**config.mk**
```make
export PLATFORM = sky130hd
export DESIGN_NAME = frr_reference_readback_regs
export DESIGN_NICKNAME = d
export VERILOG_FILES = /design/src/include/frr_pkg.sv /design/src/frr_reference_readback_regs.sv /design/src/frr_value_store.sv
export VERILOG_INCLUDE_DIRS = /design/src /design/src/include
export SDC_FILE = /design/constraint.sdc
export NUM_CORES = 1
export LEC_CHECK = 0
export BUFFER_PORTS_ARGS = -buffer_cell sky130_fd_sc_hd__buf_2
export CORE_ASPECT_RATIO = 0.75
export CORE_MARGIN = 3
export CORE_UTILIZATION = 53
export DETAILED_ROUTE_END_ITERATION = 16
export HOLD_SLACK_MARGIN = 0.02
export PLACE_DENSITY = 0.8
export SYNTH_ARGS = -nofsm -noshare
export SYNTH_HDL_FRONTEND = slang
export SYNTH_HIERARCHICAL = 1
export SYNTH_SLANG_ARGS = --single-unit
```
**constraint.sdc**
```tcl
create_clock -name ref_clk_i -period 3.6 [get_ports ref_clk_i]
set_input_delay 0.36 -clock ref_clk_i [delete_from_list [all_inputs] [get_ports ref_clk_i]]
set_output_delay 0.36 -clock ref_clk_i [all_outputs]
set_load 0.005 [all_outputs]
```
**src/include/frr_defines.svh**
```systemverilog
// Offsets, field layout, reset values and counts of the reference readback bank
// Assumes inclusion by bare name from design and package files
`ifndef FRR_DEFINES_SVH
`define FRR_DEFINES_SVH

// --------------------------------------------------------------
// Register offsets (printed offsets, used directly as addresses)
// --------------------------------------------------------------
`define FRR_OFS_APPLIED_Q_VOLTAGE 12'h04e8
`define FRR_OFS_ALIGN_CURRENT_REFERENCE 12'h0524
`define FRR_OFS_OPEN_LOOP_SPEED_REFERENCE 12'h053c
`define FRR_OFS_OPEN_LOOP_CURRENT_REFERENCE 12'h054c
`define FRR_OFS_CLOSED_LOOP_SPEED_REFERENCE 12'h05d2
`define FRR_OFS_FLUX_CURRENT_REFERENCE 12'h0604

// --------------------------------------------------------------
// Field layout and reset values
// --------------------------------------------------------------
`define FRR_VALUE_MSB 31
`define FRR_VALUE_LSB 0
`define FRR_FRAC_BITS 27
`define FRR_RESET_VALUE 32'h0000_0000
`define FRR_UNMAPPED_VALUE 32'h0000_0000

// --------------------------------------------------------------
// Counts
// --------------------------------------------------------------
`define FRR_NUM_REGS 6
`define FRR_ADDR_W 12
`define FRR_DATA_W 32

`endif

```
**src/include/frr_pkg.sv**
```systemverilog
// Types of the reference readback bank
// Assumes frr_defines.svh is on the include path
`include "frr_defines.svh"

package frr_pkg;

	typedef logic [`FRR_DATA_W-1:0] frr_word_t;
	typedef logic [`FRR_ADDR_W-1:0] frr_addr_t;

	// Slot of each value in the bank storage
	typedef enum logic [2:0] {
		FRR_SLOT_APPLIED_Q_VOLTAGE = 3'h0,
		FRR_SLOT_ALIGN_CURRENT_REFERENCE = 3'h1,
		FRR_SLOT_OPEN_LOOP_SPEED_REFERENCE = 3'h2,
		FRR_SLOT_OPEN_LOOP_CURRENT_REFERENCE = 3'h3,
		FRR_SLOT_CLOSED_LOOP_SPEED_REFERENCE = 3'h4,
		FRR_SLOT_FLUX_CURRENT_REFERENCE = 3'h5
	} frr_slot_e;

endpackage : frr_pkg

```
**src/frr_reference_readback_regs.sv**
```systemverilog
// Read-only bank of fixed-point control values of the motor controller
// Assumes the control algorithm updates values on ref_clk_i; software uses the plain port
//
// Overview of operation
// - Report applied q-axis voltage, 27 fraction bits
// - Report rotor-alignment current reference, 27 fraction bits
// - Report open-loop handover speed reference
// - Report open-loop current reference, 27 fraction bits
// - Report closed-loop speed-loop reference value
// - Report flux-axis current reference, 27 fraction bits
// - Read-only, bits 31..0, zero after reset
//
// Our own choice: the plain strobed port.
`timescale 1ns/1ps
`include "frr_defines.svh"

module frr_reference_readback_regs #(
	parameter int ADDR_W = `FRR_ADDR_W,
	parameter int DATA_W = `FRR_DATA_W
) (
	input wire logic ref_clk_i,
	input wire logic resetn_i,
	// Software register port
	input wire logic [ADDR_W-1:0] addr_i,
	input wire logic [DATA_W-1:0] wdata_i,
	input wire logic wr_i,
	input wire logic rd_i,
	output logic [DATA_W-1:0] rdata_o,
	output logic wr_dropped_o,
	// Control algorithm update port
	input wire logic upd_valid_i,
	input wire logic [2:0] upd_slot_i,
	input wire logic [DATA_W-1:0] upd_data_i
);

	// --------------------------------------------------------------
	// Parameter check
	// --------------------------------------------------------------
	if (ADDR_W != `FRR_ADDR_W || DATA_W != `FRR_DATA_W) begin : g_bad_width
		$error("frr_reference_readback_regs: widths must be 12 and 32");
	end

	// --------------------------------------------------------------
	// Address decode
	// --------------------------------------------------------------
	// Returns hit flag in bit 3 and slot in bits 2..0
	function automatic logic [3:0] decode_addr(input logic [ADDR_W-1:0] a);
		logic [3:0] r;
		r = 4'h0;
		case (a)
			`FRR_OFS_APPLIED_Q_VOLTAGE: begin
				r = {1'b1, frr_pkg::FRR_SLOT_APPLIED_Q_VOLTAGE};
			end
			`FRR_OFS_ALIGN_CURRENT_REFERENCE: begin
				r = {1'b1, frr_pkg::FRR_SLOT_ALIGN_CURRENT_REFERENCE};
			end
			`FRR_OFS_OPEN_LOOP_SPEED_REFERENCE: begin
				r = {1'b1, frr_pkg::FRR_SLOT_OPEN_LOOP_SPEED_REFERENCE};
			end
			`FRR_OFS_OPEN_LOOP_CURRENT_REFERENCE: begin
				r = {1'b1, frr_pkg::FRR_SLOT_OPEN_LOOP_CURRENT_REFERENCE};
			end
			`FRR_OFS_CLOSED_LOOP_SPEED_REFERENCE: begin
				r = {1'b1, frr_pkg::FRR_SLOT_CLOSED_LOOP_SPEED_REFERENCE};
			end
			`FRR_OFS_FLUX_CURRENT_REFERENCE: begin
				r = {1'b1, frr_pkg::FRR_SLOT_FLUX_CURRENT_REFERENCE};
			end
			default: begin
				r = 4'h0;
			end
		endcase
		return r;
	endfunction : decode_addr

	// --------------------------------------------------------------
	// Offset table
	// --------------------------------------------------------------
	// Printed offset of each storage slot, indexed by slot number
	function automatic logic [ADDR_W-1:0] slot_offset(input int idx);
		logic [ADDR_W-1:0] o;
		o = ADDR_W'(`FRR_OFS_APPLIED_Q_VOLTAGE);
		case (idx)
			0: begin
				o = ADDR_W'(`FRR_OFS_APPLIED_Q_VOLTAGE);
			end
			1: begin
				o = ADDR_W'(`FRR_OFS_ALIGN_CURRENT_REFERENCE);
			end
			2: begin
				o = ADDR_W'(`FRR_OFS_OPEN_LOOP_SPEED_REFERENCE);
			end
			3: begin
				o = ADDR_W'(`FRR_OFS_OPEN_LOOP_CURRENT_REFERENCE);
			end
			4: begin
				o = ADDR_W'(`FRR_OFS_CLOSED_LOOP_SPEED_REFERENCE);
			end
			5: begin
				o = ADDR_W'(`FRR_OFS_FLUX_CURRENT_REFERENCE);
			end
			default: begin
				o = ADDR_W'(`FRR_OFS_APPLIED_Q_VOLTAGE);
			end
		endcase
		return o;
	endfunction : slot_offset

	// --------------------------------------------------------------
	// One-hot encoding
	// --------------------------------------------------------------
	// Slot number of a one-hot select vector, zero when no bit is set
	function automatic logic [2:0] onehot_to_slot(input logic [`FRR_NUM_REGS-1:0] sel);
		logic [2:0] s;
		s = 3'h0;
		case (sel)
			6'h01: begin
				s = 3'h0;
			end
			6'h02: begin
				s = 3'h1;
			end
			6'h04: begin
				s = 3'h2;
			end
			6'h08: begin
				s = 3'h3;
			end
			6'h10: begin
				s = 3'h4;
			end
			6'h20: begin
				s = 3'h5;
			end
			default: begin
				s = 3'h0;
			end
		endcase
		return s;
	endfunction : onehot_to_slot

	// --------------------------------------------------------------
	// Offset table check
	// --------------------------------------------------------------
	genvar gi, gj;
	for (gi = 0; gi < `FRR_NUM_REGS; gi++) begin : g_ofs_i
		if (decode_addr(slot_offset(gi)) != {1'b1, 3'(gi)}) begin : g_mismatch
			$error("frr_reference_readback_regs: offset table and decoder disagree");
		end
		for (gj = gi + 1; gj < `FRR_NUM_REGS; gj++) begin : g_ofs_j
			if (slot_offset(gi) == slot_offset(gj)) begin : g_dup
				$error("frr_reference_readback_regs: two slots share an offset");
			end
		end
	end

	// --------------------------------------------------------------
	// Per-slot selects
	// --------------------------------------------------------------
	wire logic [`FRR_NUM_REGS-1:0] addr_match;
	wire logic [`FRR_NUM_REGS-1:0] upd_sel;

	for (gi = 0; gi < `FRR_NUM_REGS; gi++) begin : g_sel
		assign addr_match[gi] = (addr_i == slot_offset(gi));
		assign upd_sel[gi] = upd_valid_i && (upd_slot_i == 3'(gi));
	end

	wire logic [3:0] wr_dec = decode_addr(addr_i);
	wire logic rd_hit = |addr_match;
	wire logic [2:0] rd_slot = onehot_to_slot(addr_match);
	wire logic upd_ok = |upd_sel;
	wire logic [2:0] upd_slot = onehot_to_slot(upd_sel);
	wire logic next_wr_dropped = wr_i && wr_dec[3];

	// --------------------------------------------------------------
	// Value storage
	// --------------------------------------------------------------
	// Software data never reach the store; only the algorithm writes it
	frr_value_store #(
		.DEPTH(`FRR_NUM_REGS),
		.WIDTH(DATA_W)
	) u_store (
		.ref_clk_i(ref_clk_i),
		.resetn_i(resetn_i),
		.wr_en_i(upd_ok),
		.wr_slot_i(upd_slot),
		.wr_data_i(upd_data_i),
		.rd_en_i(1'b1),
		.rd_hit_i(rd_i && rd_hit),
		.rd_slot_i(rd_slot),
		.rd_data_o(rdata_o)
	);

	// --------------------------------------------------------------
	// Write drop indication
	// --------------------------------------------------------------
	always_ff @(posedge ref_clk_i) begin
		if (!resetn_i) begin
			wr_dropped_o <= 1'b0;
		end else begin
			wr_dropped_o <= next_wr_dropped;
		end
	end

	wire logic [DATA_W-1:0] unused_wdata = wdata_i;

endmodule : frr_reference_readback_regs

```
**src/frr_value_store.sv**
```systemverilog
// Small storage of the bank values with registered read data
// Assumes one clock, synchronous active-low reset, single writer
`timescale 1ns/1ps
`include "frr_defines.svh"

module frr_value_store #(
	parameter int DEPTH = `FRR_NUM_REGS,
	parameter int WIDTH = `FRR_DATA_W
) (
	input wire logic ref_clk_i,
	input wire logic resetn_i,
	input wire logic wr_en_i,
	input wire logic [2:0] wr_slot_i,
	input wire logic [WIDTH-1:0] wr_data_i,
	input wire logic rd_en_i,
	input wire logic rd_hit_i,
	input wire logic [2:0] rd_slot_i,
	output logic [WIDTH-1:0] rd_data_o
);

	// --------------------------------------------------------------
	// Parameter check
	// --------------------------------------------------------------
	if (DEPTH < 1 || DEPTH > 8) begin : g_bad_depth
		$error("frr_value_store: DEPTH must be 1 to 8");
	end

	// --------------------------------------------------------------
	// Storage
	// --------------------------------------------------------------
	logic [WIDTH-1:0] mem [DEPTH];
	wire logic [WIDTH-1:0] next_rd_data;

	genvar gi;
	for (gi = 0; gi < DEPTH; gi++) begin : g_word
		always_ff @(posedge ref_clk_i) begin
			if (!resetn_i) begin
				mem[gi] <= `FRR_RESET_VALUE;
			end else if (wr_en_i && wr_slot_i == 3'(gi)) begin
				mem[gi] <= wr_data_i;
			end
		end
	end

	// --------------------------------------------------------------
	// Read port
	// --------------------------------------------------------------
	assign next_rd_data = (rd_hit_i && int'(rd_slot_i) < DEPTH) ? mem[rd_slot_i]
		: `FRR_UNMAPPED_VALUE;

	always_ff @(posedge ref_clk_i) begin
		if (!resetn_i) begin
			rd_data_o <= `FRR_RESET_VALUE;
		end else if (rd_en_i) begin
			rd_data_o <= next_rd_data;
		end
	end

endmodule : frr_value_store
```
Word level (Yosys, flattened, before mapping)
Memory sizes are Yosys's and may differ from the RTL's. A register that Yosys moved wholly into a read port is not among the register bits. Index checks and enable logic that the tools add are counted. W data, S select, Z words.

$lt $le $gt $ge: 1. Equality and inequality tests: 26. Muxes and demuxes: 28. Bitwise gates (word level): 6. Reduce and logical (&&, ||, !) cells: 21.

Operator list (count): $mux W32 (6); $eq A12 B11 Y1 const B (6); $pmux W3 S5 (2); $pmux W4 S6 (1); $mux W1 (19); $logic_and A1 B1 Y1 (15); $eq A3 B2 Y1 const B (4); $eq A3 B3 Y1 const B (4); $eq A6 B2 Y1 const B (2); $eq A6 B3 Y1 const B (2); $eq A6 B4 Y1 const B (2); $eq A6 B5 Y1 const B (2); $eq A6 B6 Y1 const B (2); $reduce_or A6 Y1 (2); $eq A3 B1 Y1 const B (2); $logic_not A3 Y1 (2); $or A1 B1 Y1 (6); $lt A3 B3 Y1 const B (1); $reduce_and A2 Y1 (1); $logic_not A1 Y1 (1).

Register bits after elaboration: 1. Bits in writable memories: 192. Input port bits: 84. Output and inout bits: 33. Logic and storage cells: 84. Memories kept: 1.

Memories: u_store.mem (words 6, width 32, rd ports 1, clocked after Yosys merged registers in 1, write ports 6, RTL line frr_value_store.sv:31) `logic [WIDTH-1:0] mem [DEPTH];`.

Depth between registers and ports, before layout
Gate-level depths: netlist (run 1).

Depth after elaboration: 10. Gate-level depth with buffers: 10. Depth with buffers taken out: 7.

By module
The synthesis (run 1) kept the hierarchy.

By module, submodules not included: frr_value_store (times used 1, cells an instance 680, area an instance 9654.3 µm², sequential area each 6406.1 µm²); frr_reference_readback_regs (times used 1, cells an instance 34, area an instance 256.5 µm², sequential area each 20.0 µm²).

Worst setup path before layout (run 1)
No wires, ideal clock.

Path type: input-to-reg. From: input port upd_valid_i. To: memory u_store/mem[1][0] (netlist bit), enable pin. Library setup time: 0.466 ns. Arrival: 3.431 ns. Data required time: 3.134 ns. Slack: -0.296 ns. Stages: 4. Buffers on the path: 0. Path through: a21boi_0 > and2_1 > nand2b_1 > o21ai_0.

RTL lines: from (decl) (RTL line frr_reference_readback_regs.sv:31) `input wire logic upd_valid_i,`; to (decl) (RTL line frr_value_store.sv:31).

Final worst setup path (run 1)
From: input port addr_i[11]. To: register u_store.rd_data_o[18] (read register of u_store.mem).

Word-level cells in the longest chain between the ends: 7. Elaborated cells between the ends (all ways): 18. Those cells by class: order compare (1); eq/ne (11); mux (1); reduce/logical (5).

RTL lines: from (decl) (RTL line frr_reference_readback_regs.sv:24) `input wire logic [ADDR_W-1:0] addr_i,`; $eq A12 B11 Y1 (RTL line frr_reference_readback_regs.sv:164) `assign addr_match[gi] = (addr_i == slot_offset(gi));`; $eq A6 B6 Y1, or another cell as far along (RTL line frr_reference_readback_regs.sv:116) `case (sel)`; $pmux W3 S5 (*) (RTL line frr_reference_readback_regs.sv:116); via rd_slot[0] (RTL line frr_reference_readback_regs.sv:170) `wire logic [2:0] rd_slot = onehot_to_slot(addr_match);`; $lt A3 B3 Y1 (RTL line frr_value_store.sv:48) `assign next_rd_data = (rd_hit_i && int'(rd_slot_i) < DEPTH) ? mem[rd_slot_i]`; $logic_and A1 B1 Y1 (RTL line frr_value_store.sv:48); $reduce_and A2 Y1 (no source line); $logic_not A1 Y1 (no source line); to (decl) (RTL line frr_value_store.sv:18) `output logic [WIDTH-1:0] rd_data_o`.

Mark *: on every way through the listed nets, which the timed path passes. The rest lies on a longest branch. A chain may end at the register's enable or synchronous reset.

==> results.txt, run 1 <==
largest family of logic cells by synthesized area: simple AND/OR/NAND/NOR gates
placed cell count: 1021
MaxCap Viol Count: 0
post-synthesis simple-gate area fraction: 15.7%
#FFs+latches synth: 225
Post-DP Area: 10700 um^2
final setup TNS: 0 ps
worst hold slack: 102 ps
Die Area: 20400 um^2
routed vias: 6265
clk slew on worst S/H paths: 60 ps
layout overhead on the synthesized area: 15.6%
htree depth: 1
mean routed wirelength per cell: 21.7 um
Cell variety after synth: 38
crit-path cells: buf_2 -> nand4bb_1 -> or4_1 -> o21ai_4 -> nor2b_2 -> buf_4 -> a22oi_1 -> a32o_1
Final ANT Viol Nets: 0
slowest stage delay, CP: 650 ps
mapped cell area: 9910 um^2
CTS Buffer Depth: 3
post-synthesis mux area share: 9.70%
post-synthesis xor/xnor area fraction: 0%
drt drc: 0
crit path time final: 2600 ps
fin crit share: 72.2%
worst vdd ir: 0.458 mV
CTS tree: built
first-pass GRT wire length: 35.8 mm
Hold WC Path Type: in2reg
final hold violation count: 0
port bufs: 84
gpl congestion: 0.808
Final Setup Violations: 0
Total Nets Final: 887
share of cells above drive strength 1: 19.7%
Combinational Power Share: 4.8%
Gate Count Post-Synth: 714
initial antenna violation count: 2
Synth Area per Inst: 13.9 um^2
startpoint types: input port
synthesis warning total: 6
Final Cell Area: 11500 um^2
CP arrival: 2990 ps
Power Density: 503 nW/um^2
Crit. End Element: register
utilization after layout: 63.7%
Post-CTS Setup Inserts: 0
IO Pins: 117
root buffer cell: clkbuf_16
Yosys top cell by area: edfxtp_1
overflow left after global routing: 0
Net Switching: 1.16 mW
Post-Place Worst Slack: 489 ps
global-route usage over all layers: 22.5%
Synth top area share: 58.2%
CTS buffer count: 22
Initial Utilization: 55.1%
Fin Clk Skew: 5.70 ps
ANT cells: 0
unrepaired setup endpoints after global routing: false
Bufs and invs on worst path: 2
commonest non-fill, non-tap cells in the layout: 193 x and2_1, 192 x edfxtp_1, 96 x mux2i_1, 84 x buf_2, 37 x nand2_1
largest net degree at the start of global routing: 66
ranking of synthesized cells by area: edfxtp_1 58%, and2_1 12%, mux2i_1 9.7%, dfxtp_1 6.7%, a32o_1 3.2%
Rel. slew slack: -129%
Clk network pwr share: 42.8%
Lkg Pwr: 4.11 nW
core box area: 18000 um^2
Net Sw Frac: 20.1%
Final Total Pwr: 5.76 mW
fmax: 385 MHz
Compound-Gate Fraction of Synth Area: 6.96%
Die H: 124 um
CP required: 3990 ps
Sink Count: 225
WL final: 23.1 mm
DR iter-0 viols: 610
Post-Layout Cell Count: 1061
Hold-fix buffers, CTS: 0
worst skew pair latency: 500 ps
Slew @ Worst Pin: 3420 ps
Slew Viols, Final: 33
post-route setup slack: 1000 ps
drt first pass iters: 5
Seq pwr share: 52.3%
Top Family by Delay on Critical Path: simple AND/OR/NAND/NOR gates
CP Class: in2reg
Die Wd: 164 um
vias in the first global route: 6541
failing checks: slew limit
Adder-Cell Fraction of Synth Area: 0%
CP max FO: 24
site row count: 42
CTS resizes: 0
P_int: 4.60 mW
Final HPWL DP: 14.1 mm
register area share after synthesis: 64.8%
most common cell after layout, fill and taps aside: and2_1
Layout fillers: 1341
outcome: finished, violations left
Vias/cell: 5.90
Slowest-stage cell, CP: or4_1
[cell families (layout without fill, tap and decap cells)]
group	Yosys count	in the layout
buffers and inverters	50	154
flip-flops	225	225
AND/OR/NAND/NOR	262	262
multiplexers	96	96
other	1	2
AO/OA/AOI/OAI	80	80
[flip-flops by register name (all words and copies together) (netlist names)]
| register | cells |
|---|---|
| u_store/mem | 192 |
| u_store/rd_data_o | 32 |
| wr_dropped_o | 1 |
[synth_stat cells]
| library cell | n |
|---|---|
| a21boi_0 | 1 |
| o21ai_0 | 5 |
| or2_2 | 1 |
| nand3b_1 | 4 |
| conb_1 | 1 |
| a21oi_1 | 3 |
| or4b_1 | 1 |
| or4_1 | 1 |
| nor3_1 | 1 |
| nand4_1 | 1 |
| nor2_1 | 7 |
| mux2i_1 | 96 |
| inv_1 | 2 |
| a21boi_1 | 1 |
| nor2b_1 | 2 |
| buf_6 | 5 |
| nand2_1 | 37 |
| o32a_1 | 1 |
| clkbuf_1 | 15 |
| o41a_2 | 1 |
| edfxtp_1 | 192 |
| nor2_2 | 1 |
| a2111oi_4 | 1 |
| nand3_1 | 2 |
| buf_4 | 6 |
| a32o_1 | 32 |
| nand2b_1 | 4 |
| nand4bb_1 | 1 |
| and2_1 | 193 |
| o32ai_1 | 1 |
| o31ai_1 | 2 |
| a22oi_1 | 32 |
| nor3_2 | 2 |
| clkbuf_2 | 7 |
| or3b_1 | 3 |
| or3_1 | 1 |
| dfxtp_1 | 33 |
| buf_2 | 15 |
[layout make-up]
| type | count | area, um^2 | share of cell area (%) |
|---|---|---|---|
| Clock buffer | 31 | 646 | 5.64 |
| Clock inverter | 9 | 143 | 1.25 |
| Inverter | 2 | 7.51 | 0.0655 |
| Multi-Input combinational cell | 440 | 3270 | 28.6 |
| Sequential cell | 225 | 6430 | 56.1 |
| Tap cell | 242 | 303 | 2.64 |
| Timing Repair Buffer | 112 | 656 | 5.72 |
[power by group through the flow]
stage          Combinational [mW]  Clock [mW]  Sequential [mW]
2_1_floorplan               0.144           0             3.06
3_3_place_gp                0.255           0             3.06
3_5_place_dp                0.271           0             3.07
4_1_cts                     0.273        2.50             3.02
5_1_grt                     0.303        2.60             3.03
6_report                    0.278        2.47             3.01
[per-layer routing]
| layer | vias to the layer above | GRT usage, % | wire length, um |
|---|---|---|---|
| met5 | - | 0 | 27 |
| met4 | 4 | 6.36 | 568 |
| met3 | 49 | 3.72 | 1820 |
| met2 | 257 | 37.6 | 11200 |
| met1 | 3143 | 30.7 | 9450 |
| li1 | 2812 | - | - |
[worst reg2reg max path, delay by kind of cell, from the launching register on]
family / cells / cell delay [ps]
AOI/OAI and AO/OA: 2 / 430
DFF: 1 / 360
muxes: 1 / 170
[final timing paths]
kind | from | end | slack, ps | depth (start not counted)
worst max-delay path | addr_i[11] | u_store/rd_data_o[18]$_SDFFE_PN0P_ | 1000 | 8
worst min-delay path | wr_i | wr_dropped_o$_SDFF_PN0_ | 100 | 3
worst max register to register | u_store/mem[3][12]$_SDFFCE_PN0P_ | u_store/rd_data_o[12]$_SDFFE_PN0P_ | 2530 | 3
worst min register to register | u_store/mem[4][8]$_SDFFCE_PN0P_ | u_store/rd_data_o[8]$_SDFFE_PN0P_ | 620 | 3
Power figures use the tool's default switching activity.
==> run 2, diff against run 1 <==
--- a/config.mk
+++ b/config.mk
@@ -6,13 +6,14 @@
 export SDC_FILE = /design/constraint.sdc
 export NUM_CORES = 1
 export LEC_CHECK = 0
+export ABC_AREA = 1
 export BUFFER_PORTS_ARGS = -buffer_cell sky130_fd_sc_hd__buf_2
 export CORE_ASPECT_RATIO = 0.75
 export CORE_MARGIN = 3
-export CORE_UTILIZATION = 53
+export CORE_UTILIZATION = 58
 export DETAILED_ROUTE_END_ITERATION = 16
 export HOLD_SLACK_MARGIN = 0.02
-export PLACE_DENSITY = 0.8
+export PLACE_DENSITY = 0.83
 export SYNTH_ARGS = -nofsm -noshare
 export SYNTH_HDL_FRONTEND = slang
 export SYNTH_HIERARCHICAL = 1
==> constraint.sdc (replaced) <==
create_clock -name ref_clk_i -period 2.5 [get_ports ref_clk_i]
set_input_delay 0.25 -clock ref_clk_i [delete_from_list [all_inputs] [get_ports ref_clk_i]]
set_output_delay 0.25 -clock ref_clk_i [all_outputs]
set_load 0.005 [all_outputs]
==> run 2 against run 1 <==
Against the previous run:
- the flow now finishes without violations
- core utilization up 5.1 points
- via count up 21%
- die area down 8.4%
- flip-flop and latch count unchanged
- register-to-register slack worse by 1000 ps
- synthesized cell count up 48%
- sequential power up 44%
- final area down 1.6%
- combinational power up 66%
- clock skew up 11 ps
- hold slack worse by 41 ps
- highest routed layer is now met4
==> results.txt, run 2 <==
Post-synth top cells: 317 x nand2_1, 204 x nor2_1, 192 x edfxtp_1
MaxCap Viol Count: 0
final setup TNS: 0 ps
Worst Reg-to-Reg Cells: 6
Largest register FFs: 192
htree depth: 1
Synth Flop Type: edfxtp_1
largest net degree at the start of global routing: 65
#FFs+latches synth: 225
r2r setup slk: 1490 ps
Seq. cell area: 6430 um^2
Top reg by flops: u_store/mem
Post-CTS Setup Inserts: 0
final hold violation count: 0
Sink Count: 225
IO Pins: 117
Lkg Pwr: 4.88 nW
initial antenna violation count: 0
multi-input logic area: 3020 um^2
mean routed wirelength per cell: 17.2 um
Slowest-stage cell, CP: a21oi_1
fin crit share: 67.9%
Post-synth EDFFs: 192
commonest non-fill, non-tap cells in the layout: 317 x nand2_1, 204 x nor2_1, 192 x edfxtp_1, 100 x a21oi_1, 84 x buf_2
CTS Buffer Depth: 3
Hold-fix buffers, CTS: 0
overflow left after global routing: 0
Die Wd: 157 um
CTS tree: built
CTS buffer count: 21
CTS resizes: 0
reg2reg start: u_store/mem[2][6]$_SDFFCE_PN0P_
CP required: 2680 ps
mapped cell area: 9900 um^2
Routed met3 length: 2.00 mm
Final ANT Viol Nets: 0
ANT cells: 0
synthesis warning total: 6
drt drc: 0
Slew Viols, Final: 0
CP Class: in2reg
Vias/cell: 5.59
Layout fillers: 1192
Top Metal Used: met4
gpl congestion: 0.801
metal2 WL: 11.7 mm
WL final: 23.4 mm
root buffer cell: clkbuf_16
Crit. End Element: register
Hold Path End: wr_dropped_o$_SDFF_PN0_
Hold WC Path Type: in2reg
outcome: complete, no violations
routed vias: 7577
Final Setup Violations: 0
Synth top area share: 58.2%
Hold Crit Start: wr_i
site row count: 40
Largest regs: u_store/mem x192, u_store/rd_data_o x32, wr_dropped_o x1
vias in the first global route: 7320
worst vdd ir: 0.476 mV
Fin Clk Skew: 16.3 ps
fmax: 590 MHz
M1 wire length: 9.24 mm
DR iter-0 viols: 758
layout overhead on the synthesized area: 13.8%
Gate Count Post-Synth: 1058
unrepaired setup endpoints after global routing: false
startpoint types: input port
crit path time final: 1700 ps
register area share after synthesis: 64.9%
Cell variety after synth: 23
worst hold path depth: 3
most common cell after layout, fill and taps aside: nand2_1
Synth Area per Inst: 9.36 um^2
FFs w/ async S/R, synth: 0%
CP arrival: 1870 ps
FF-to-FF End: u_store/rd_data_o[6]$_SDFFE_PN0P_
Yosys top cell by area: edfxtp_1
drt first pass iters: 5
worst skew pair latency: 500 ps
Die Area: 18700 um^2
Total Nets Final: 1214
first-pass GRT wire length: 36.7 mm
global-route usage over all layers: 24.8%
Final HPWL DP: 13.2 mm
CP max FO: 32
Power Density: 689 nW/um^2
share of cells above drive strength 1: 13.7%
crit-path cells: buf_2 -> a21oi_1 -> and2_1 -> inv_1 -> nor2_1 -> nand3_1 -> nand2_1 -> buf_12
top-count cell post-synth: nand2_1
port bufs: 84
Final Total Pwr: 7.76 mW
ranking of synthesized cells by area: edfxtp_1 58%, nand2_1 12%, nor2_1 7.7%, dfxtp_1 6.7%, a21oi_1 5.1%
core box area: 16400 um^2
clk slew on worst S/H paths: 60 ps
slowest stage delay, CP: 360 ps
Initial Utilization: 60.5%
Die H: 119 um
## run 2: cell type report
type | count | area share [%]
flip-flops and latches | 225 | 57.0
multi-input cells | 720 | 26.8
clock inverters | 6 | 0.289
well taps | 210 | 2.33
clock buffers | 32 | 5.30
repair buffers | 108 | 6.44
inverters | 54 | 1.80
## run 2: how the worst max path moves through the flow
stage             startpoint                                end
3_3_place_gp       addr_i[5]  u_store/rd_data_o[6]$_SDFFE_PN0P_
4_1_cts        upd_slot_i[1]   u_store/mem[5][16]$_SDFFCE_PN0P_
3_5_place_dp   upd_slot_i[1]    u_store/mem[5][8]$_SDFFCE_PN0P_
5_1_grt        upd_slot_i[2]   u_store/mem[5][25]$_SDFFCE_PN0P_
2_1_floorplan    upd_valid_i    u_store/mem[5][0]$_SDFFCE_PN0P_
6_report       upd_slot_i[1]   u_store/mem[5][17]$_SDFFCE_PN0P_
## run 2: critical path, delay by kind of cell
kind,cells,cell delay [ps]
AOI/OAI and AO/OA,1,360
buffers and inverters,3,480
and+or+nand+nor,4,780
## run 2: cell families (layout without fill, tap and decap cells)
family / after synthesis / count (layout) / synth area share [%]
other: 1 / 2 / 0.0379
AO/OA/AOI/OAI: 100 / 100 / 5.06
buffers and inverters: 114 / 200 / 4.66
flip-flops: 225 / 225 / 64.9
AND/OR/NAND/NOR: 618 / 618 / 25.3
## run 2: metrics by stage
| step | setup slack (ps) | cells | hold slack, ps | util (%) | instance area (um^2) |
|---|---|---|---|---|---|
| floorplan | 278 | 1059 | 366 | - | 9900 |
| global placement | 477 | 1317 | 567 | 65.0 | 10600 |
| detailed placement | 403 | 1317 | 563 | 65.0 | 10600 |
| CTS | 916 | 1355 | 52.8 | 68.8 | 11300 |
| global route | 712 | 1355 | 74.8 | 68.8 | 11300 |
| finish | 804 | 1355 | 60.9 | 68.8 | 11300 |
## run 2: layer usage
metal | up-vias | global-route usage [%]
met4 | 0 | 7.38
li1 | 3618 | -
met5 | - | 0
met3 | 35 | 4.10
met2 | 369 | 42.9
met1 | 3555 | 32.3
## run 2: power breakdown
group / internal [mW] / total, mW / switching [mW]
sequential: 4.28 / 4.34 / 0.0558
combinational: 0.139 / 0.461 / 0.322
clock: 1.65 / 2.96 / 1.31
total: 6.07 / 7.76 / 1.68
==> run 3, diff against run 2 <==
--- a/config.mk
+++ b/config.mk
@@ -10,10 +10,10 @@
 export BUFFER_PORTS_ARGS = -buffer_cell sky130_fd_sc_hd__buf_2
 export CORE_ASPECT_RATIO = 0.75
 export CORE_MARGIN = 3
-export CORE_UTILIZATION = 58
+export CORE_UTILIZATION = 53
 export DETAILED_ROUTE_END_ITERATION = 16
 export HOLD_SLACK_MARGIN = 0.02
-export PLACE_DENSITY = 0.83
+export PLACE_DENSITY = 0.8
 export SYNTH_ARGS = -nofsm -noshare
 export SYNTH_HDL_FRONTEND = slang
 export SYNTH_HIERARCHICAL = 1
==> constraint.sdc (replaced) <==
create_clock -name ref_clk_i -period 1.53 [get_ports ref_clk_i]
set_input_delay 0.153 -clock ref_clk_i [delete_from_list [all_inputs] [get_ports ref_clk_i]]
set_output_delay 0.153 -clock ref_clk_i [all_outputs]
set_load 0.005 [all_outputs]
==> run 3 against run 2 <==
Against the previous run:
- hold slack worse by 37 ps
- final cell count is 5.1% higher
- sequential power is 63% higher
- clock-buffer cell count is 4 lower
- flip-flop and latch count stayed put
- worst setup slack worse by 630 ps
- routed wire length is 3.7% higher
- largest cell class unchanged
==> results.txt, run 3 (synthesis gave the netlist of run 2 again) <==
outcome: complete, no violations
placed cell count: 1383
overflow left after global routing: 0
CTS tree: built
WL final: 24.2 mm
Hold WC Path Type: in2reg
Total Nets Final: 1251
slowest stage delay, CP: 210 ps
port bufs: 84
worst skew pair latency: 510 ps
Largest register FFs: 192
first-pass GRT wire length: 38.4 mm
initial antenna violation count: 0
startpoint types: input port
drt first pass iters: 5
CTS resizes: 0
crit-path cells: buf_2 -> inv_1 -> nand2_1 -> nor2_1 -> nand3_2 -> nand2_2 -> nor2_2 -> a21oi_1 -> nand3_1 -> buf_12 -> a21oi_1 -> nand2_1 -> a21oi_1
Lkg Pwr: 5.19 nW
CTS Buffer Depth: 3
CP Class: in2reg
commonest non-fill, non-tap cells in the layout: 311 x nand2_1, 203 x nor2_1, 192 x edfxtp_1, 99 x a21oi_1, 84 x buf_2
unrepaired setup endpoints after global routing: false
routed vias: 7667
Final Setup Violations: 0
CP arrival: 1780 ps
clk slew on worst S/H paths: 60 ps
DR iter-0 viols: 719
Slew Viols, Final: 0
CTS buffer count: 21
CP max FO: 32
gpl congestion: 0.794
Die Area: 20400 um^2
ANT cells: 0
Die Wd: 164 um
IO Pins: 117
layout overhead on the synthesized area: 20.8%
Power Density: 1100 nW/um^2
fin crit share: 88.7%
CP dominant cell by count: a21oi_1
final hold violation count: 0
vias in the first global route: 7542
Fin Clk Skew: 11.4 ps
Die H: 124 um
crit path time final: 1360 ps
Sink Count: 225
utilization after layout: 66.5%
MaxCap Viol Count: 0
Top reg by flops: u_store/mem
root buffer cell: clkbuf_16
Final ANT Viol Nets: 0
Post-Layout Cell Count: 1424
Vias/cell: 5.38
core box area: 18000 um^2
most common cell after layout, fill and taps aside: nand2_1
Largest regs: u_store/mem x192, u_store/rd_data_o x32, wr_dropped_o x1
Slowest-stage cell, CP: buf_12
worst vdd ir: 0.675 mV
largest net degree at the start of global routing: 39
global-route usage over all layers: 23.7%
Final HPWL DP: 14.9 mm
Crit. End Element: register
site row count: 42
CP required: 1950 ps
Initial Utilization: 55.1%
mean routed wirelength per cell: 17.0 um
drt drc: 0
share of cells above drive strength 1: 17.0%
htree depth: 1
fmax: 737 MHz
Layout fillers: 1419
[run 3: routing by layer]
layer / part of all wire, % / global-route usage [%] / vias to the layer above
met5: 0 / 0 / -
met1: 42 / 33.1 / 3582
met2: 47 / 38.6 / 344
li1: - / - / 3699
met3: 8.6 / 4.16 / 42
met4: 1.9 / 6.07 / 0
[run 3: critical path: cells and delay by family]
family	cells	cell delay (ps)
compound gates	3	470
simple gates	7	760
buf+inv	3	380
[run 3: through the flow]
step | total power, mW | setup TNS [ps] | worst slack, ps | hold WS, ps | area (um^2)
floorplan | 7.66 | 0 | 5.60 | 269 | 9960
global placement | 8.03 | -14770 | -186 | 468 | 11200
detailed placement | 8.07 | -29750 | -256 | 465 | 11200
CTS | 13.2 | 0 | 205 | 20.6 | 12000
global route | 13.6 | 0 | 66.1 | 47.5 | 12000
finish | 13.2 | 0 | 173 | 24.0 | 12000
[run 3: power by group]
| part | total (mW) | switching [mW] | leakage, nW | internal (mW) |
|---|---|---|---|---|
| Sequential | 7.09 | 0.0888 | 2.12 | 7.00 |
| Combinational | 0.870 | 0.554 | 2.74 | 0.316 |
| Clock | 5.20 | 2.19 | 0.334 | 3.01 |
| Total | 13.2 | 2.83 | 5.19 | 10.3 |
[run 3: timing repair]
action,in CTS,in global routing
buffers inserted,0,0
hold buffers,3,0
hold endpoints to repair,5,0
[run 3: worst paths after layout]
| kind | from | endpoint | slack [ps] | cells past startpoint |
|---|---|---|---|---|
| worst max-delay path | addr_i[5] | u_store/rd_data_o[23]$_SDFFE_PN0P_ | 170 | 13 |
| worst min-delay path | upd_data_i[31] | u_store/mem[4][31]$_SDFFCE_PN0P_ | 20 | 3 |
| worst max register to register | u_store/mem[5][23]$_SDFFCE_PN0P_ | u_store/rd_data_o[23]$_SDFFE_PN0P_ | 580 | 4 |
| worst min register to register | u_store/mem[4][2]$_SDFFCE_PN0P_ | u_store/rd_data_o[2]$_SDFFE_PN0P_ | 640 | 4 |
[run 3: cell type report]
type	count	area (um^2)	area share (%)
flip-flops and latches	225	6430	53.8
multi-input cells	720	3080	25.8
repair buffers	145	1260	10.5
clock buffers	28	582	4.87
well taps	242	303	2.53
inverters	54	203	1.70
clock inverters	10	101	0.848
